**src/shared/adcc_defs.vh**
```
// register map, field positions, reset values and codes of the converter control
`ifndef ADCC_DEFS_VH
`define ADCC_DEFS_VH

// *****
// register indexes (byte address is four times the index)
// *****
`define ADCC_IDX_MODE_CTRL      6'h00
`define ADCC_IDX_WINDOW_MODE    6'h04
`define ADCC_IDX_SAMPLING_EXT   6'h05
`define ADCC_IDX_POS_SELECT     6'h08
`define ADCC_IDX_NEG_SELECT     6'h09
`define ADCC_IDX_COMMAND        6'h0a
`define ADCC_IDX_EVENT_CTRL     6'h0b
`define ADCC_IDX_INT_ENABLE     6'h0c
`define ADCC_IDX_INT_FLAG       6'h0d

// *****
// reset values
// *****
`define ADCC_RST_SAMPLING_EXT   8'h00
`define ADCC_RST_SELECT         7'h00
`define ADCC_RST_WINDOW_MODE    3'h0
`define ADCC_RST_FLAGS          2'h0

// *****
// field positions
// *****
`define ADCC_BIT_CONTINUOUS     1
`define ADCC_BIT_STOP           1
`define ADCC_BIT_START          0
`define ADCC_BIT_EVENT_START    0
`define ADCC_BIT_WINDOW_MATCH   1
`define ADCC_BIT_RESULT_DONE    0

// *****
// input select codes
// *****
`define ADCC_POS_PIN_LAST       7'h15
`define ADCC_NEG_PIN_LAST       7'h0f
`define ADCC_SEL_GROUND         7'h40
`define ADCC_SEL_TEMP_SENSOR    7'h42
`define ADCC_SEL_SUPPLY_TENTH   7'h44
`define ADCC_SEL_IO2_TENTH      7'h45
`define ADCC_SEL_CONV_OUTPUT    7'h48
`define ADCC_SEL_TAP_FIRST      7'h49
`define ADCC_SEL_TAP_LAST       7'h4b

// *****
// window modes
// *****
`define ADCC_WIN_OFF            3'h0
`define ADCC_WIN_BELOW          3'h1
`define ADCC_WIN_ABOVE          3'h2
`define ADCC_WIN_INSIDE         3'h3
`define ADCC_WIN_OUTSIDE        3'h4

// *****
// timing and bus answers
// *****
`define ADCC_SAMPLE_BASE        9'h002
`define ADCC_RESP_OKAY          2'h0
`define ADCC_RESP_SLVERR        2'h2

`endif

```
**src/rtl/adcc_ctrl.v**
```verilog
// conversion control with axi4-lite register slave
//
// Contract
// - sampling lengthened by extension field ticks
// - extension zero gives two-tick sampling
// - positive select: pins, ground, converter output
// - positive select: sensor, supplies, reference taps
// - negative select: pins, ground, converter output
// - selection changes wait for conversion end
// - stop one ends measurement, zero ignored
// - stop wins over simultaneous start
// - start one converts after running one
// - start reads one while busy, self-clears
// - continuous mode launched by one start
// - enabled event rising edge starts conversion
// - enable bits: window match, result done
// - completion compares result, sets window flag
// - window flag cleared by one, result read
// - completion sets result done flag
// - done flag cleared by one, result read
// - window mode codes off/below/above/inside/outside
// - continuous bit restarts after each completion
//
// The AXI4-Lite slave port was decided locally.
`timescale 1ns/1ps
`default_nettype none
`include "adcc_defs.vh"

module adcc_ctrl (
    input  wire        mclk,
    input  wire        nrst,
    // axi4-lite slave
    input  wire [7:0]  s_axi_awaddr,
    input  wire        s_axi_awvalid,
    output reg         s_axi_awready,
    input  wire [31:0] s_axi_wdata,
    input  wire [3:0]  s_axi_wstrb,
    input  wire        s_axi_wvalid,
    output reg         s_axi_wready,
    output reg  [1:0]  s_axi_bresp,
    output reg         s_axi_bvalid,
    input  wire        s_axi_bready,
    input  wire [7:0]  s_axi_araddr,
    input  wire        s_axi_arvalid,
    output reg         s_axi_arready,
    output reg  [31:0] s_axi_rdata,
    output reg  [1:0]  s_axi_rresp,
    output reg         s_axi_rvalid,
    input  wire        s_axi_rready,
    // converter side
    input  wire        conv_tick,
    input  wire        conv_done,
    input  wire [15:0] converted_value,
    input  wire [15:0] lower_threshold,
    input  wire [15:0] upper_threshold,
    input  wire        result_read,
    input  wire        event_in,
    output reg  [6:0]  pos_route,
    output reg  [6:0]  neg_route,
    output reg         route_valid,
    output reg         sampling,
    output reg         conv_go,
    output reg         conv_abort,
    output reg         irq
);

// *****
// states
// *****
localparam [2:0] ST_IDLE    = 3'b001;  // no conversion
localparam [2:0] ST_SAMPLE  = 3'b010;  // sampling phase
localparam [2:0] ST_CONVERT = 3'b100;  // waiting for core

// *****
// functions
// *****
// positive select code legal
function pos_code_ok;
    input [6:0] c;
    begin
        pos_code_ok = (c <= `ADCC_POS_PIN_LAST) ||
                      (c == `ADCC_SEL_GROUND) ||
                      (c == `ADCC_SEL_CONV_OUTPUT) ||
                      (c == `ADCC_SEL_TEMP_SENSOR) ||
                      (c == `ADCC_SEL_SUPPLY_TENTH) ||
                      (c == `ADCC_SEL_IO2_TENTH) ||
                      ((c >= `ADCC_SEL_TAP_FIRST) &&
                       (c <= `ADCC_SEL_TAP_LAST));
    end
endfunction

// negative select code legal
function neg_code_ok;
    input [6:0] c;
    begin
        neg_code_ok = (c <= `ADCC_NEG_PIN_LAST) ||
                      (c == `ADCC_SEL_GROUND) ||
                      (c == `ADCC_SEL_CONV_OUTPUT);
    end
endfunction

// window comparison of one result
function win_match;
    input [2:0]  m;
    input [15:0] r;
    input [15:0] lo;
    input [15:0] hi;
    begin
        case (m)
            `ADCC_WIN_BELOW:   win_match = (r < lo);
            `ADCC_WIN_ABOVE:   win_match = (r > hi);
            `ADCC_WIN_INSIDE:  win_match = (r >= lo) && (r <= hi);
            `ADCC_WIN_OUTSIDE: win_match = (r < lo) || (r > hi);
            default:           win_match = 1'b0;
        endcase
    end
endfunction

// *****
// registers and state
// *****
reg  [7:0]  sample_extension;     // extra sampling ticks
reg  [6:0]  positive_input_select; // software positive select
reg  [6:0]  negative_input_select; // software negative select
reg         continuous_conversion; // restart after each result
reg  [2:0]  window_mode;          // comparison mode
reg         event_start_enable;   // event input starts
reg  [1:0]  int_enable;           // interrupt enables
reg  [1:0]  int_flag;             // sticky flags
reg         start_pending;        // start waiting to run
reg  [2:0]  state;                // sequencer state
reg  [8:0]  sample_cnt;           // sampling ticks counted
reg         event_prev;           // event level last cycle
// write channel holding
reg         aw_hold;              // address taken
reg         w_hold;               // data taken
reg  [5:0]  wr_idx;               // write index
reg  [31:0] wr_data;              // write data
reg         wr_lane0;             // low byte lane enabled

wire        busy     = (state != ST_IDLE);
wire        wr_fire  = aw_hold & w_hold & ~s_axi_bvalid;
wire        cmd_wr   = wr_fire & wr_lane0 &
                       (wr_idx == `ADCC_IDX_COMMAND);
wire        stop_wr  = cmd_wr & wr_data[`ADCC_BIT_STOP];
wire        start_wr = cmd_wr & wr_data[`ADCC_BIT_START];
wire        flag_wr  = wr_fire & wr_lane0 &
                       (wr_idx == `ADCC_IDX_INT_FLAG);
wire        ev_rise  = event_in & ~event_prev;
wire        finish   = (state == ST_CONVERT) & conv_done;
wire [8:0]  sample_len = `ADCC_SAMPLE_BASE +
                         {1'b0, sample_extension};

// *****
// write channel
// *****
// address and data are taken in either order
always @(posedge mclk or negedge nrst) begin
    if (!nrst) begin
        s_axi_awready <= 1'b1;
        s_axi_wready  <= 1'b1;
        aw_hold       <= 1'b0;
        w_hold        <= 1'b0;
        wr_idx        <= 6'h00;
        wr_data       <= 32'h0000_0000;
        wr_lane0      <= 1'b0;
        s_axi_bvalid  <= 1'b0;
        s_axi_bresp   <= `ADCC_RESP_OKAY;
    end else begin
        // address handshake
        if (s_axi_awvalid & s_axi_awready) begin
            aw_hold       <= 1'b1;
            wr_idx        <= s_axi_awaddr[7:2];
            s_axi_awready <= 1'b0;
        end
        // data handshake
        if (s_axi_wvalid & s_axi_wready) begin
            w_hold       <= 1'b1;
            wr_data      <= s_axi_wdata;
            wr_lane0     <= s_axi_wstrb[0];
            s_axi_wready <= 1'b0;
        end
        // both held: store and answer
        if (wr_fire) begin
            aw_hold      <= 1'b0;
            w_hold       <= 1'b0;
            s_axi_bvalid <= 1'b1;
            case (wr_idx)
                `ADCC_IDX_MODE_CTRL, `ADCC_IDX_WINDOW_MODE,
                `ADCC_IDX_SAMPLING_EXT, `ADCC_IDX_POS_SELECT,
                `ADCC_IDX_NEG_SELECT, `ADCC_IDX_COMMAND,
                `ADCC_IDX_EVENT_CTRL, `ADCC_IDX_INT_ENABLE,
                `ADCC_IDX_INT_FLAG: begin
                    s_axi_bresp <= `ADCC_RESP_OKAY;
                end
                default: begin
                    s_axi_bresp <= `ADCC_RESP_SLVERR;
                end
            endcase
        end
        // response taken: reopen both channels
        if (s_axi_bvalid & s_axi_bready) begin
            s_axi_bvalid  <= 1'b0;
            s_axi_awready <= 1'b1;
            s_axi_wready  <= 1'b1;
        end
    end
end

// *****
// configuration registers
// *****
// plain read/write fields, low byte lane only
always @(posedge mclk or negedge nrst) begin
    if (!nrst) begin
        sample_extension      <= `ADCC_RST_SAMPLING_EXT;
        positive_input_select <= `ADCC_RST_SELECT;
        negative_input_select <= `ADCC_RST_SELECT;
        continuous_conversion <= 1'b0;
        window_mode           <= `ADCC_RST_WINDOW_MODE;
        event_start_enable    <= 1'b0;
        int_enable            <= `ADCC_RST_FLAGS;
    end else if (wr_fire & wr_lane0) begin
        case (wr_idx)
            `ADCC_IDX_MODE_CTRL: begin
                continuous_conversion <=
                    wr_data[`ADCC_BIT_CONTINUOUS];
            end
            `ADCC_IDX_WINDOW_MODE: begin
                window_mode <= wr_data[2:0];
            end
            `ADCC_IDX_SAMPLING_EXT: begin
                sample_extension <= wr_data[7:0];
            end
            `ADCC_IDX_POS_SELECT: begin
                positive_input_select <= wr_data[6:0];
            end
            `ADCC_IDX_NEG_SELECT: begin
                negative_input_select <= wr_data[6:0];
            end
            `ADCC_IDX_EVENT_CTRL: begin
                event_start_enable <=
                    wr_data[`ADCC_BIT_EVENT_START];
            end
            `ADCC_IDX_INT_ENABLE: begin
                int_enable <= wr_data[1:0];
            end
            default: begin
                sample_extension <= sample_extension;
            end
        endcase
    end
end

// *****
// conversion sequencer
// *****
// start sources gather into one pending bit
always @(posedge mclk or negedge nrst) begin
    if (!nrst) begin
        state         <= ST_IDLE;
        start_pending <= 1'b0;
        sample_cnt    <= 9'h000;
        event_prev    <= 1'b0;
        pos_route     <= `ADCC_RST_SELECT;
        neg_route     <= `ADCC_RST_SELECT;
        route_valid   <= 1'b0;
        sampling      <= 1'b0;
        conv_go       <= 1'b0;
        conv_abort    <= 1'b0;
    end else begin
        event_prev <= event_in;
        conv_go    <= 1'b0;
        conv_abort <= 1'b0;
        if (stop_wr) begin
            // stop wins, nothing pending, no flags
            start_pending <= 1'b0;
            state         <= ST_IDLE;
            sampling      <= 1'b0;
            conv_abort    <= busy;
        end else begin
            // new start requests
            if (start_wr | (event_start_enable & ev_rise)) begin
                start_pending <= 1'b1;
            end
            case (state)
                ST_IDLE: begin
                    if (start_pending) begin
                        // selection frozen for this conversion
                        pos_route   <= positive_input_select;
                        neg_route   <= negative_input_select;
                        route_valid <=
                            pos_code_ok(positive_input_select) &
                            neg_code_ok(negative_input_select);
                        start_pending <= 1'b0;
                        sample_cnt    <= 9'h000;
                        sampling      <= 1'b1;
                        state         <= ST_SAMPLE;
                    end
                end
                ST_SAMPLE: begin
                    // two ticks plus the extension
                    if (conv_tick) begin
                        if (sample_cnt + 9'h001 >= sample_len) begin
                            sampling <= 1'b0;
                            conv_go  <= 1'b1;
                            state    <= ST_CONVERT;
                        end else begin
                            sample_cnt <= sample_cnt + 9'h001;
                        end
                    end
                end
                ST_CONVERT: begin
                    if (conv_done) begin
                        // continuous mode needs no new command
                        if (continuous_conversion) begin
                            start_pending <= 1'b1;
                        end
                        state <= ST_IDLE;
                    end
                end
                default: begin
                    state <= ST_IDLE;
                end
            endcase
        end
    end
end

// *****
// interrupt flags
// *****
// hardware set wins over a clear in the same cycle
always @(posedge mclk or negedge nrst) begin
    if (!nrst) begin
        int_flag <= `ADCC_RST_FLAGS;
    end else begin
        if (flag_wr & wr_data[`ADCC_BIT_WINDOW_MATCH] |
            result_read) begin
            int_flag[`ADCC_BIT_WINDOW_MATCH] <= 1'b0;
        end
        if (flag_wr & wr_data[`ADCC_BIT_RESULT_DONE] |
            result_read) begin
            int_flag[`ADCC_BIT_RESULT_DONE] <= 1'b0;
        end
        if (finish & ~stop_wr) begin
            int_flag[`ADCC_BIT_RESULT_DONE] <= 1'b1;
            if (win_match(window_mode, converted_value,
                          lower_threshold, upper_threshold)) begin
                int_flag[`ADCC_BIT_WINDOW_MATCH] <= 1'b1;
            end
        end
    end
end

// interrupt request from enabled flags
always @(posedge mclk or negedge nrst) begin
    if (!nrst) begin
        irq <= 1'b0;
    end else begin
        irq <= |(int_flag & int_enable);
    end
end

// *****
// read channel
// *****
// one read at a time, data one cycle after address
always @(posedge mclk or negedge nrst) begin
    if (!nrst) begin
        s_axi_arready <= 1'b1;
        s_axi_rvalid  <= 1'b0;
        s_axi_rdata   <= 32'h0000_0000;
        s_axi_rresp   <= `ADCC_RESP_OKAY;
    end else begin
        if (s_axi_arvalid & s_axi_arready) begin
            s_axi_arready <= 1'b0;
            s_axi_rvalid  <= 1'b1;
            s_axi_rresp   <= `ADCC_RESP_OKAY;
            s_axi_rdata   <= 32'h0000_0000;
            case (s_axi_araddr[7:2])
                `ADCC_IDX_MODE_CTRL: begin
                    s_axi_rdata[`ADCC_BIT_CONTINUOUS] <=
                        continuous_conversion;
                end
                `ADCC_IDX_WINDOW_MODE: begin
                    s_axi_rdata[2:0] <= window_mode;
                end
                `ADCC_IDX_SAMPLING_EXT: begin
                    s_axi_rdata[7:0] <= sample_extension;
                end
                `ADCC_IDX_POS_SELECT: begin
                    s_axi_rdata[6:0] <= positive_input_select;
                end
                `ADCC_IDX_NEG_SELECT: begin
                    s_axi_rdata[6:0] <= negative_input_select;
                end
                `ADCC_IDX_COMMAND: begin
                    // stop reads zero, start shows activity
                    s_axi_rdata[`ADCC_BIT_START] <=
                        busy | start_pending;
                end
                `ADCC_IDX_EVENT_CTRL: begin
                    s_axi_rdata[`ADCC_BIT_EVENT_START] <=
                        event_start_enable;
                end
                `ADCC_IDX_INT_ENABLE: begin
                    s_axi_rdata[1:0] <= int_enable;
                end
                `ADCC_IDX_INT_FLAG: begin
                    s_axi_rdata[1:0] <= int_flag;
                end
                default: begin
                    s_axi_rresp <= `ADCC_RESP_SLVERR;
                end
            endcase
        end
        if (s_axi_rvalid & s_axi_rready) begin
            s_axi_rvalid  <= 1'b0;
            s_axi_arready <= 1'b1;
        end
    end
end

endmodule // adcc_ctrl
`default_nettype wire

```
**config.mk**
```make
export PLATFORM = sky130hd
export DESIGN_NAME = adcc_ctrl
export DESIGN_NICKNAME = d
export VERILOG_FILES = /design/src/rtl/adcc_ctrl.v
export VERILOG_INCLUDE_DIRS = /design/src /design/src/shared
export SDC_FILE = /design/constraint.sdc
export NUM_CORES = 1
export LEC_CHECK = 0
export ABC_AREA = 1
export BUFFER_PORTS_ARGS = -buffer_cell sky130_fd_sc_hd__buf_2
export CAP_MARGIN = 20
export CORE_ASPECT_RATIO = 1.25
export CORE_MARGIN = 1.5
export CORE_UTILIZATION = 47
export DETAILED_ROUTE_END_ITERATION = 12
export GPL_ROUTABILITY_DRIVEN = 0
export PLACE_DENSITY = 0.81
export SLEW_MARGIN = 20
export SYNTH_ARGS = -nofsm -noshare
export SYNTH_HDL_FRONTEND = slang
export SYNTH_SLANG_ARGS = --single-unit
```
**constraint.sdc**
```tcl
create_clock -name mclk -period 3.3 [get_ports mclk]
set_input_delay 0.66 -clock mclk [delete_from_list [all_inputs] [get_ports mclk]]
set_output_delay 0.66 -clock mclk [all_outputs]
set_load 0.01 [all_outputs]
```
==> Yosys cells after proc, flatten, opt, wreduce, memory -nomap -nowiden <==
Memory sizes are Yosys's and may differ from the RTL's.
Cells that the tools add are included.
{ "op_classes": {"eq_ne": 38, "mul": 0, "bitwise_logic": 27, "shift": 0, "n_reduce_logical": 36, "div": 0, "mux": 53, "addsub": 2, "magnitude_cmp": 9} }
{ "ops": {"columns": ["operator", "n"], "rows": [
  ["6-bit by 4-bit == test with 1-bit output (second input constant)", 12],
  ["7-bit == test (second input constant)", 7],
  ["1-bit 2-to-1 mux", 33],
  ["9-bit 2-to-1 mux", 3],
  ["6-bit by 3-bit == test with 1-bit output (second input constant)", 4],
  ["1-bit bitwise AND", 19],
  ["9-bit one-hot mux with 2 select lines", 1],
  ["16-bit greater-or-equal comparator", 1],
  ["16-bit > comparator", 1],
  ["16-bit less-or-equal comparator", 1],
  ["16-bit less-than comparator", 1],
  ["2-bit nonzero test", 8],
  ["3-bit 2-to-1 mux", 5],
  ["2-bit AND reduction", 7],
  ["6-bit zero test", 2],
  ["3-bit != test (second input constant)", 4],
  ["4-bit one-hot mux with 3 select lines", 1],
  ["2-bit by 8-bit adder with 9-bit output (first input constant)", 1],
  ["9-bit by 1-bit adder with 9-bit output (second input constant)", 1],
  ["3-bit by 2-bit == test with 1-bit output (second input constant)", 3],
  ["9-bit greater-or-equal comparator", 1],
  ["1-bit logical OR", 9],
  ["3-bit one-hot mux with 3 select lines", 1],
  ["9-bit OR reduction", 1],
  ["other kinds (23)", 38]
]} }
{ "totals": {"mem_bits_ro": 16, "inputBits": 111, "latchBits": 0, "mem_count": 1, "ramBits": 0, "regBits": 98} }
{ "memory_table": {"columns": ["memory", "words", "width", "read_ports", "rd_clocked_by_memory_dff", "wr", "line", "text"], "rows": [
  ["(name not given)", 16, 1, 1, 0, 0, "adcc_ctrl.v:188", "case (wr_idx)"]
]} }

==> Longest topological paths before layout <==
Gate-level depths: netlist of run 1.
{ "depth": {"ltp_word": 11, "depth_mapped": 18, "mapped_depth_nobuf": 17} }

==> Least setup slack after synthesis of run 1 <==
Ideal clock, no wire load.
{ "synth_path": {"path_type": "register to register", "from": "register sample_cnt[0]", "to": "register sample_cnt[7]", "t_required_ns": 3.174, "path_buffers": 1, "t_arrival_ns": 2.405, "stages_incl_launch_ff": 18, "setup_slack_ns": 0.769, "period_less_slack_ns": 2.531, "cell_sequence": "dfrtp_1 -> ha_1 -> nand2_1 -> inv_1 -> nand2_1 -> nor3b_1 -> nand2_1 -> xor2_1 -> inv_1 -> ha_1 -> a21oi_1 -> o21a_1 -> nand4_1 -> nand2_1 -> nand3_2 -> buf_4 -> nand2_1 -> o21ai_0"} }
{ "synth_via": {"elab_chain_cells": 4, "word_cells_on_any_way": 7, "cone_classes": "1 x add/sub; 1 x order compare; 1 x eq/ne; 3 x mux; 1 x reduce/logical"} }
{ "synth_lines": {"columns": ["element", "line", "text"], "rows": [
  ["start, declared", "adcc_ctrl.v:132", "reg [8:0] sample_cnt;"],
  ["start signal, assigned", "adcc_ctrl.v:309", "sample_cnt <= sample_cnt + 9'h001;"],
  ["9-bit by 1-bit adder with 9-bit output (*)", "adcc_ctrl.v:304, adcc_ctrl.v:309", null],
  ["9-bit greater-or-equal comparator or 9-bit 2-to-1 mux (tied branches)", "adcc_ctrl.v:304", "if (sample_cnt + 9'h001 >= sample_len) begin"],
  ["2-bit != test (no source line) or 9-bit 2-to-1 mux (tied branches)", null, null],
  ["5-bit AND reduction (no source line) or 9-bit one-hot mux with 2 select lines (tied branches)", null, null]
]} }
Every way passes the cells marked *; elsewhere a longest branch is shown, timed or not. The select of a mux whose other input is x is not followed.
A chain may end at the register's enable or synchronous reset.

==> Worst setup path after layout of run 1 <==
{ "layout_path": {"from": "register sample_cnt[0]", "to": "register sample_cnt[1]"} }
The elaborated chain is that of the path after synthesis.

==> results.sh, run 1 <==
export IMPL_hpwl_um=9750
export IMPL_synthMuxAreaShare_pct=0
export IMPL_cp_common_cell="nand2_1"
export IMPL_postLayoutCoreUtil_pct=55.5
export IMPL_synth_top_family_by_area="simple AND/OR/NAND/NOR gates"
export IMPL_crit_start="sample_cnt[0]"
export IMPL_ff2ff_setup_slack_ns=0.40
export IMPL_critPathLaunchType="register"
export IMPL_reg2reg_to="sample_cnt[1]"
export IMPL_whs_ns=0.292
export IMPL_layout_common_cells="193 x nand2_1, 112 x buf_2, 109 x inv_1, 92 x dfrtp_1, 75 x o21ai_0"
export IMPL_grt_max_degree=57
export IMPL_num_vias=5042
export IMPL_std_cell_rows=45
export IMPL_postSynthCellCount=727
export IMPL_crit_path_max_incr_delay_ns=0.42
export IMPL_ys_flop_type="dfrtp_1"
export IMPL_reg2regPathDepth=15
export IMPL_worst_path_max_delay_cell="dfrtp_1"
export IMPL_design_area_mm2=0.00669
export IMPL_r2r_start="sample_cnt[0]"
export IMPL_yosysWarnings=0
export IMPL_root_buffer="clkbuf_16"
export IMPL_clk_pin_slew_ns=0.07
export IMPL_htreeDepth=3
export IMPL_grt_pass1_wl_um=21100
export IMPL_drive_above_1_share_pct=18.8
export IMPL_p_leak_nw=3.59
export IMPL_critical_path_class="register to register"
export IMPL_num_fill_cells=1178
export IMPL_final_setup_viol_count=0
export IMPL_synth_compound_area_share_pct=13.4
export IMPL_area_growth_pct=16.1
export IMPL_cts_resized=0
export IMPL_antenna_found_initial=0
export IMPL_pin_count=171
export IMPL_rsz0062_at_grt="no"
export IMPL_synth_seq_cells=96
export IMPL_drc=0
export IMPL_cp_required_ns=3.55
export IMPL_yosys_area_share_simple_pct=21.8
export IMPL_outcome="completed"
export IMPL_port_buffers=113
export IMPL_drt_iter0_markers=353
export IMPL_clock_sinks=96
export IMPL_viasPerCell=4.98
export IMPL_dr_pass1_iters=5
export IMPL_wl_per_cell_um=12.4
export IMPL_worst_pin_slew_ns=0.574
export IMPL_wl_um=12600
export IMPL_min_period_ns=2.90
export IMPL_cts_setup_buffers=0
export IMPL_cp_max_fo=18
export IMPL_tns_ns=0
export IMPL_fin_skew_ns=0.00792
export IMPL_diodes=0
export IMPL_grt_pass1_vias=4752
export IMPL_worstPathArrival_ns=3.15
export IMPL_power_density_mw_per_mm2=557
export IMPL_path_cells="ha_1, nand2_1, inv_1, nand2_1, nor3b_1, nand2_1, xor2_1, inv_1, ha_1, a21oi_1, o21a_1, nand4_1, nand2_1, nand3_2, o21ai_0"
export IMPL_clk_path_buf_depth=2
export IMPL_max_cap_violations=0
export IMPL_synthesis_area_mm2=0.00576
export IMPL_cts_hold_buf=0
export IMPL_async_reset_ff_share_pct=100
export IMPL_synth_cell_types=45
export IMPL_fin_crit_sh_pct=87.9
export IMPL_crit_path_end="sample_cnt[1]"
export IMPL_die_h_um=127
export IMPL_die_w_um=102
export IMPL_grt_use_total_pct=20.5
export IMPL_synth_seq_area_share_pct=41.8
export IMPL_endpoint_kind="register"
export IMPL_die_area_mm2=0.0129
export IMPL_cts_made_buffers=9
export IMPL_slew_viol_final=0
export IMPL_synthAdderAreaFrac_pct=9.34
export IMPL_clk_latency_ns=0.34
export IMPL_synth_edff_count=0
export IMPL_synth_xor_area_share_pct=1.52
export IMPL_initial_core_util_pct=47.8
export IMPL_syn_area_per_cell_um2=7.93
export IMPL_grt_overflow=0
export IMPL_dpl_cell_area_mm2=0.00639
export IMPL_fin_nets=997
export IMPL_final_hold_violation_count=0
export IMPL_coreArea_mm2=0.0120
export IMPL_hold_path_class="input port to asynchronous set/reset pin"
export IMPL_cts_tree="yes"
export IMPL_antenna_left=0
export IMPL_irDropWorstVdd_mv=0.374
export IMPL_layout_commonest_cell="nand2_1"
export IMPL_max_slew_margin_pct=61.6
export IMPL_max_freq_mhz=345
sequential cells by signal, indices dropped and copies added (netlist names), 2 cells and up:
name and flops:
int_flag 2, neg_route 7, window_mode 3, state 3, sample_extension 8, negative_input_select 7
wr_data 8, sample_cnt 9, wr_idx 6, int_enable 2, pos_route 7, s_axi_rdata 8
positive_input_select 7
area by class of cell:
type | count | area (um^2) | share of cell area, %
inverter | 114 | 435 | 6.51
timing repair buffer | 115 | 596 | 8.90
clock inverter | 4 | 53.8 | 0.804
clock buffer | 12 | 246 | 3.68
multi-input combinational | 507 | 2750 | 41.1
tap | 164 | 205 | 3.07
sequential | 96 | 2410 | 36.0
report_power, final:
group | switching (W) | internal [W]
Clock | 0.000433 | 0.000610
Combinational | 0.000675 | 0.000354
Sequential | 0.000214 | 0.00144
cells by family (layout without fill, tap and decap cells):
family	count (synthesis)	in the layout
simple gates	292	292
buf+inv	149	245
compound gates	136	136
flops	96	96
fa+ha+maj	43	43
xor+xnor	10	10
other cells	1	26
routing by layer:
layer	wire [um]	global-route usage [%]	vias up
met5	0	0	-
met4	307	7.57	0
met3	489	2.59	26
met2	6100	34.4	146
met1	5670	26.8	2330
li1	-	-	2540
worst max-delay path: cells and delay by family (launching register included):
kind                     cells  cell delay (ns)
flip-flops                   1             0.42
buffers and inverters        2             0.14
AND/OR/NAND/NOR              7             1.01
XOR/XNOR                     1             0.14
adder cells (fa/ha/maj)      2             0.51
AO/OA/AOI/OAI                3             0.58
worst min-delay path by stage:
stage	cells after the start	slack [ns]	from	to
finish	1	0.29	nrst	pos_route[6]
global route	1	0.34	nrst	pos_route[6]
CTS	1	0.31	nrst	pos_route[6]
detailed placement	2	0.46	neg_route[3]	neg_route[3]
global placement	2	0.45	neg_route[3]	neg_route[3]
floorplan	0	0.36	nrst	aw_hold
synthesized netlist by cell type (2+ instances only):
library cell / number / area (um^2)
nor4_1: 3 / 18.8
o22ai_1: 7 / 43.8
buf_12: 2 / 40.0
nor3_1: 11 / 55.1
nand3_1: 17 / 85.1
a22oi_1: 2 / 15.0
clkinv_1: 2 / 7.51
o21ai_0: 75 / 375
a21oi_1: 28 / 140
a221oi_1: 3 / 26.3
nand4_1: 8 / 50.1
inv_1: 109 / 409
nor3_4: 2 / 32.5
nand3b_1: 2 / 15.0
clkbuf_1: 5 / 18.8
dfrtp_1: 92 / 2300
or2_2: 3 / 18.8
ha_1: 43 / 538
o21ai_2: 10 / 87.6
nand2_2: 3 / 18.8
o211ai_1: 2 / 15.0
o21a_1: 2 / 15.0
nor2_1: 43 / 161
a31oi_1: 2 / 12.5
nand2_1: 193 / 724
buf_4: 27 / 203
dfstp_2: 4 / 105
nand3_2: 2 / 20.0
xor2_1: 9 / 78.8
stage by stage:
stage | cells | worst slack (ns) | total power, W
final | 1012 | 0.400 | 0.00373
after global routing | 1012 | 0.0256 | 0.00398
after CTS | 1012 | 0.433 | 0.00374
after detailed placement | 996 | 0.464 | 0.00269
after global placement | 996 | 0.546 | 0.00265
after floorplan | 752 | 0.769 | 0.00237
No activity file was read; power rests on OpenSTA's default activity.
==> inputs of run 2 (changes only) <==
REMOVE_ABC_BUFFERS = 1   (was default)
==> results.sh, run 2 (synthesized netlist as in run 1, its figures left out) <==
export IMPL_max_cap_violations=0
export IMPL_worstPathArrival_ns=3.14
export IMPL_drive_above_1_share_pct=18.9
export IMPL_cts_made_buffers=9
export IMPL_clk_pin_slew_ns=0.06
export IMPL_irDropWorstVdd_mv=0.460
export IMPL_layout_common_cells="193 x nand2_1, 112 x buf_2, 109 x inv_1, 92 x dfrtp_1, 75 x o21ai_0"
export IMPL_num_fill_cells=1157
export IMPL_grt_pass1_vias=4769
export IMPL_die_h_um=127
export IMPL_dr_pass1_iters=4
export IMPL_max_freq_mhz=346
export IMPL_critical_path_class="register to register"
export IMPL_layout_commonest_cell="nand2_1"
export IMPL_drc=0
export IMPL_finalWorstSetupSlack_ns=0.410
export IMPL_worst_path_max_delay_cell="dfrtp_1"
export IMPL_antenna_left=0
export IMPL_rsz0062_at_grt="no"
export IMPL_fin_crit_sh_pct=87.6
export IMPL_min_period_ns=2.89
export IMPL_pin_count=171
export IMPL_wl_per_cell_um=12.5
export IMPL_diodes=0
export IMPL_hpwl_um=9780
export IMPL_grt_use_total_pct=20.8
export IMPL_outcome="completed"
export IMPL_root_buffer="clkbuf_16"
export IMPL_crit_path_max_incr_delay_ns=0.42
export IMPL_cp_required_ns=3.55
export IMPL_place_ws_ns=0.459
export IMPL_final_hold_violation_count=0
export IMPL_cts_hold_buf=0
export IMPL_htreeDepth=3
export IMPL_endpoint_kind="register"
export IMPL_max_slew_margin_pct=60.1
export IMPL_worst_pin_slew_ns=0.596
export IMPL_fin_skew_ns=0.00599
export IMPL_cp_max_fo=18
export IMPL_cp_common_cell="nand2_1"
export IMPL_grt_max_degree=88
export IMPL_std_cell_rows=45
export IMPL_hold_path_class="input port to asynchronous set/reset pin"
export IMPL_fin_nets=997
export IMPL_antenna_found_initial=0
export IMPL_port_buffers=113
export IMPL_viasPerCell=4.89
export IMPL_cts_resized=0
export IMPL_grt_overflow=0
export IMPL_clk_path_buf_depth=2
export IMPL_die_area_mm2=0.0129
export IMPL_die_w_um=102
export IMPL_initial_core_util_pct=47.8
export IMPL_grt_pass1_wl_um=21300
export IMPL_wl_um=12700
export IMPL_cts_setup_buffers=0
export IMPL_slew_viol_final=0
export IMPL_tns_ns=0
export IMPL_drt_iter0_markers=254
export IMPL_area_growth_pct=16.1
export IMPL_critPathLaunchType="register"
export IMPL_cts_tree="yes"
export IMPL_largest_reg_flops=9
export IMPL_regMostFlops="sample_cnt"
export IMPL_p_leak_nw=3.59
export IMPL_clock_sinks=96
export IMPL_num_vias=4945
export IMPL_final_setup_viol_count=0
export IMPL_coreArea_mm2=0.0120
export IMPL_path_cells="ha_1, nand2_1, inv_1, nand2_1, nor3b_1, nand2_1, xor2_1, inv_1, ha_1, a21oi_1, o21a_1, nand4_1, nand2_1, nand3_2, o21ai_0"
export IMPL_clk_latency_ns=0.34
export IMPL_power_density_mw_per_mm2=555
## run 2: metrics by stage
step	hold WS (ns)	instance area (um^2)	total power, W	instances	utilization [%]
global placement	0.458	6390	0.00265	996	53.0
finish	0.148	6690	0.00371	1012	55.5
floorplan	0.364	5590	0.00233	717	-
global route	0.150	6690	0.00397	1012	55.5
detailed placement	0.460	6390	0.00269	996	53.0
CTS	0.147	6690	0.00373	1012	55.5
## run 2: per-layer routing
| metal | share of wire [%] | GRT usage (%) | vias to the layer above | wire length [um] |
|---|---|---|---|---|
| met5 | 0 | 0 | - | 0 |
| met4 | 2.1 | 6.20 | 0 | 261 |
| met3 | 4.9 | 4.35 | 25 | 615 |
| met2 | 49 | 35.8 | 136 | 6270 |
| met1 | 44 | 26.0 | 2256 | 5520 |
| li1 | - | - | 2528 | - |
## run 2: where the power goes
part           internal [W]  switching, W  leakage, nW
Combinational      0.000354      0.000667         2.17
Clock              0.000607      0.000431        0.145
Sequential          0.00144      0.000211         1.28
Total               0.00240       0.00131         3.59
## run 2: cell type report
cell class                 instances  area, um^2  area share, %
multi-input combinational        507        2750           41.1
inverter                         114         435           6.51
clock inverter                     5        56.3          0.842
timing repair buffer             115         596           8.90
clock buffer                      11         243           3.63
sequential                        96        2410           36.0
tap                              164         205           3.07
## run 2: worst max-delay path: cells and delay by family, from the launching register on
| kind | cells | cell delay [ns] |
|---|---|---|
| compound gates | 3 | 0.57 |
| simple gates | 7 | 1.01 |
| fa+ha+maj | 2 | 0.52 |
| xor+xnor | 1 | 0.14 |
| flops | 1 | 0.42 |
| buf+inv | 2 | 0.14 |
## run 2: worst paths after layout
kind / end / slack (ns) / startpoint / cells after the start
worst max-delay path: sample_cnt[6] / 0.41 / sample_cnt[0] / 15
worst min-delay path: s_axi_rvalid / 0.15 / nrst / 1
worst max register to register: sample_cnt[6] / 0.41 / sample_cnt[0] / 15
worst min register to register: pos_route[6] / 0.47 / pos_route[6] / 2
max in group asynchronous: s_axi_wready / 2.45 / nrst / 2
min in group mclk: event_prev / 0.44 / event_in / 1
==> inputs of run 3 (changes only) <==
CORE_UTILIZATION = 50   (was 47)
PLACE_DENSITY = 0.85   (was 0.81)
==> results.sh, run 3 (synthesized netlist as in run 1, its figures left out) <==
export IMPL_rsz0062_at_grt="no"
export IMPL_layout_commonest_cell="nand2_1"
export IMPL_drt_iter0_markers=321
export IMPL_clk_path_buf_depth=2
export IMPL_finalPower_w=0.00371
export IMPL_fin_skew_ns=0.00665
export IMPL_viasPerCell=5.10
export IMPL_outcome="completed"
export IMPL_cts_hold_buf=0
export IMPL_root_buffer="clkbuf_16"
export IMPL_design_area_mm2=0.00665
export IMPL_antenna_found_initial=0
export IMPL_port_buffers=113
export IMPL_coreArea_mm2=0.0112
export IMPL_critical_path_class="register to register"
export IMPL_cts_resized=0
export IMPL_wl_per_cell_um=12.6
export IMPL_finalWorstSetupSlack_ns=0.421
export IMPL_die_w_um=99.0
export IMPL_fin_crit_sh_pct=87.2
export IMPL_clk_pin_slew_ns=0.07
export IMPL_min_period_ns=2.88
export IMPL_irDropWorstVdd_mv=0.437
export IMPL_pin_count=171
export IMPL_worst_pin_slew_ns=0.564
export IMPL_antenna_left=0
export IMPL_max_slew_margin_pct=62.3
export IMPL_regMostFlops="sample_cnt"
export IMPL_final_setup_viol_count=0
export IMPL_max_cap_violations=0
export IMPL_grt_pass1_vias=4789
export IMPL_cp_max_fo=18
export IMPL_critPathLaunchType="register"
export IMPL_wl_um=12400
export IMPL_initial_core_util_pct=51.5
export IMPL_endpoint_kind="register"
export IMPL_power_density_mw_per_mm2=558
export IMPL_cts_made_buffers=9
export IMPL_diodes=0
export IMPL_clock_sinks=96
export IMPL_largest_reg_flops=9
export IMPL_num_vias=5016
export IMPL_cts_setup_buffers=0
export IMPL_grt_pass1_wl_um=20800
export IMPL_htreeDepth=3
export IMPL_drc=0
export IMPL_place_ws_ns=0.438
export IMPL_dr_pass1_iters=5
export IMPL_p_leak_nw=3.59
export IMPL_clk_latency_ns=0.34
export IMPL_worstPathArrival_ns=3.09
export IMPL_final_hold_violation_count=0
export IMPL_tns_ns=0
export IMPL_area_growth_pct=15.4
export IMPL_grt_max_degree=97
export IMPL_die_h_um=123
export IMPL_hpwl_um=9440
export IMPL_grt_use_total_pct=21.3
export IMPL_grt_overflow=0
export IMPL_cp_required_ns=3.52
export IMPL_die_area_mm2=0.0122
export IMPL_hold_path_class="input port to asynchronous set/reset pin"
export IMPL_std_cell_rows=43
export IMPL_slew_viol_final=0
export IMPL_whs_ns=0.318
export IMPL_cts_tree="yes"
export IMPL_layout_common_cells="193 x nand2_1, 112 x buf_2, 109 x inv_1, 92 x dfrtp_1, 75 x o21ai_0"
export IMPL_drive_above_1_share_pct=18.9
export IMPL_num_fill_cells=1009
export IMPL_fin_nets=997
export IMPL_dpl_cell_area_mm2=0.00635
export IMPL_max_freq_mhz=347
run 3: path summary, 6_finish.rpt:
check | cells after the start | startpoint | slack (ns) | end
max | 16 | sample_cnt[0] | 0.42 | sample_cnt[7]
min | 2 | nrst | 0.32 | conv_abort
max reg2reg | 16 | sample_cnt[0] | 0.42 | sample_cnt[7]
min reg2reg | 2 | pos_route[5] | 0.47 | pos_route[5]
max in group asynchronous | 2 | nrst | 2.53 | s_axi_awready
min in group mclk | 1 | event_in | 0.44 | event_prev
run 3: area by class of cell:
cell class              count  area (um^2)  share of cell area (%)
well taps                 135          169                    2.54
multi-input cells         507         2750                    41.3
repair buffers            115          596                    8.95
flip-flops and latches     96         2410                    36.2
inverters                 114          435                    6.55
clock inverters             6         67.6                    1.02
clock buffers              10          229                    3.44
run 3: critical path, cell delays in order (launching register included):
cell and delay [ns]:
dfrtp_1 0.41, ha_1 0.19, nand2_1 0.06, inv_1 0.07
nand2_1 0.09, nor3b_1 0.27, nand2_1 0.10, xor2_1 0.15
inv_1 0.07, ha_1 0.32, a21oi_1 0.15, o21a_1 0.13
nand4_1 0.16, nand2_1 0.11, nand3_2 0.24, nand2_1 0.14
o21ai_0 0.08
run 3: power by group:
| part | switching [W] | internal, W | total (W) |
|---|---|---|---|
| logic | 0.000661 | 0.000354 | 0.00101 |
| clock network | 0.000445 | 0.000590 | 0.00103 |
| registers | 0.000216 | 0.00144 | 0.00166 |
run 3: metal layers:
layer / track usage (%) / vias to the layer above / wire length [um] / part of all wire, %
li1: - / 2527 / - / -
met1: 26.6 / 2329 / 5330 / 43
met2: 37.6 / 142 / 6190 / 50
met3: 3.73 / 18 / 654 / 5.3
met4: 6.34 / 0 / 180 / 1.5
met5: 0 / - / 0 / 0
run 3: through the flow:
stage	utilization (%)	instances
final	59.4	983
after global placement	56.8	967
after global routing	59.4	983
after detailed placement	56.8	967
after floorplan	-	717
after CTS	59.4	983
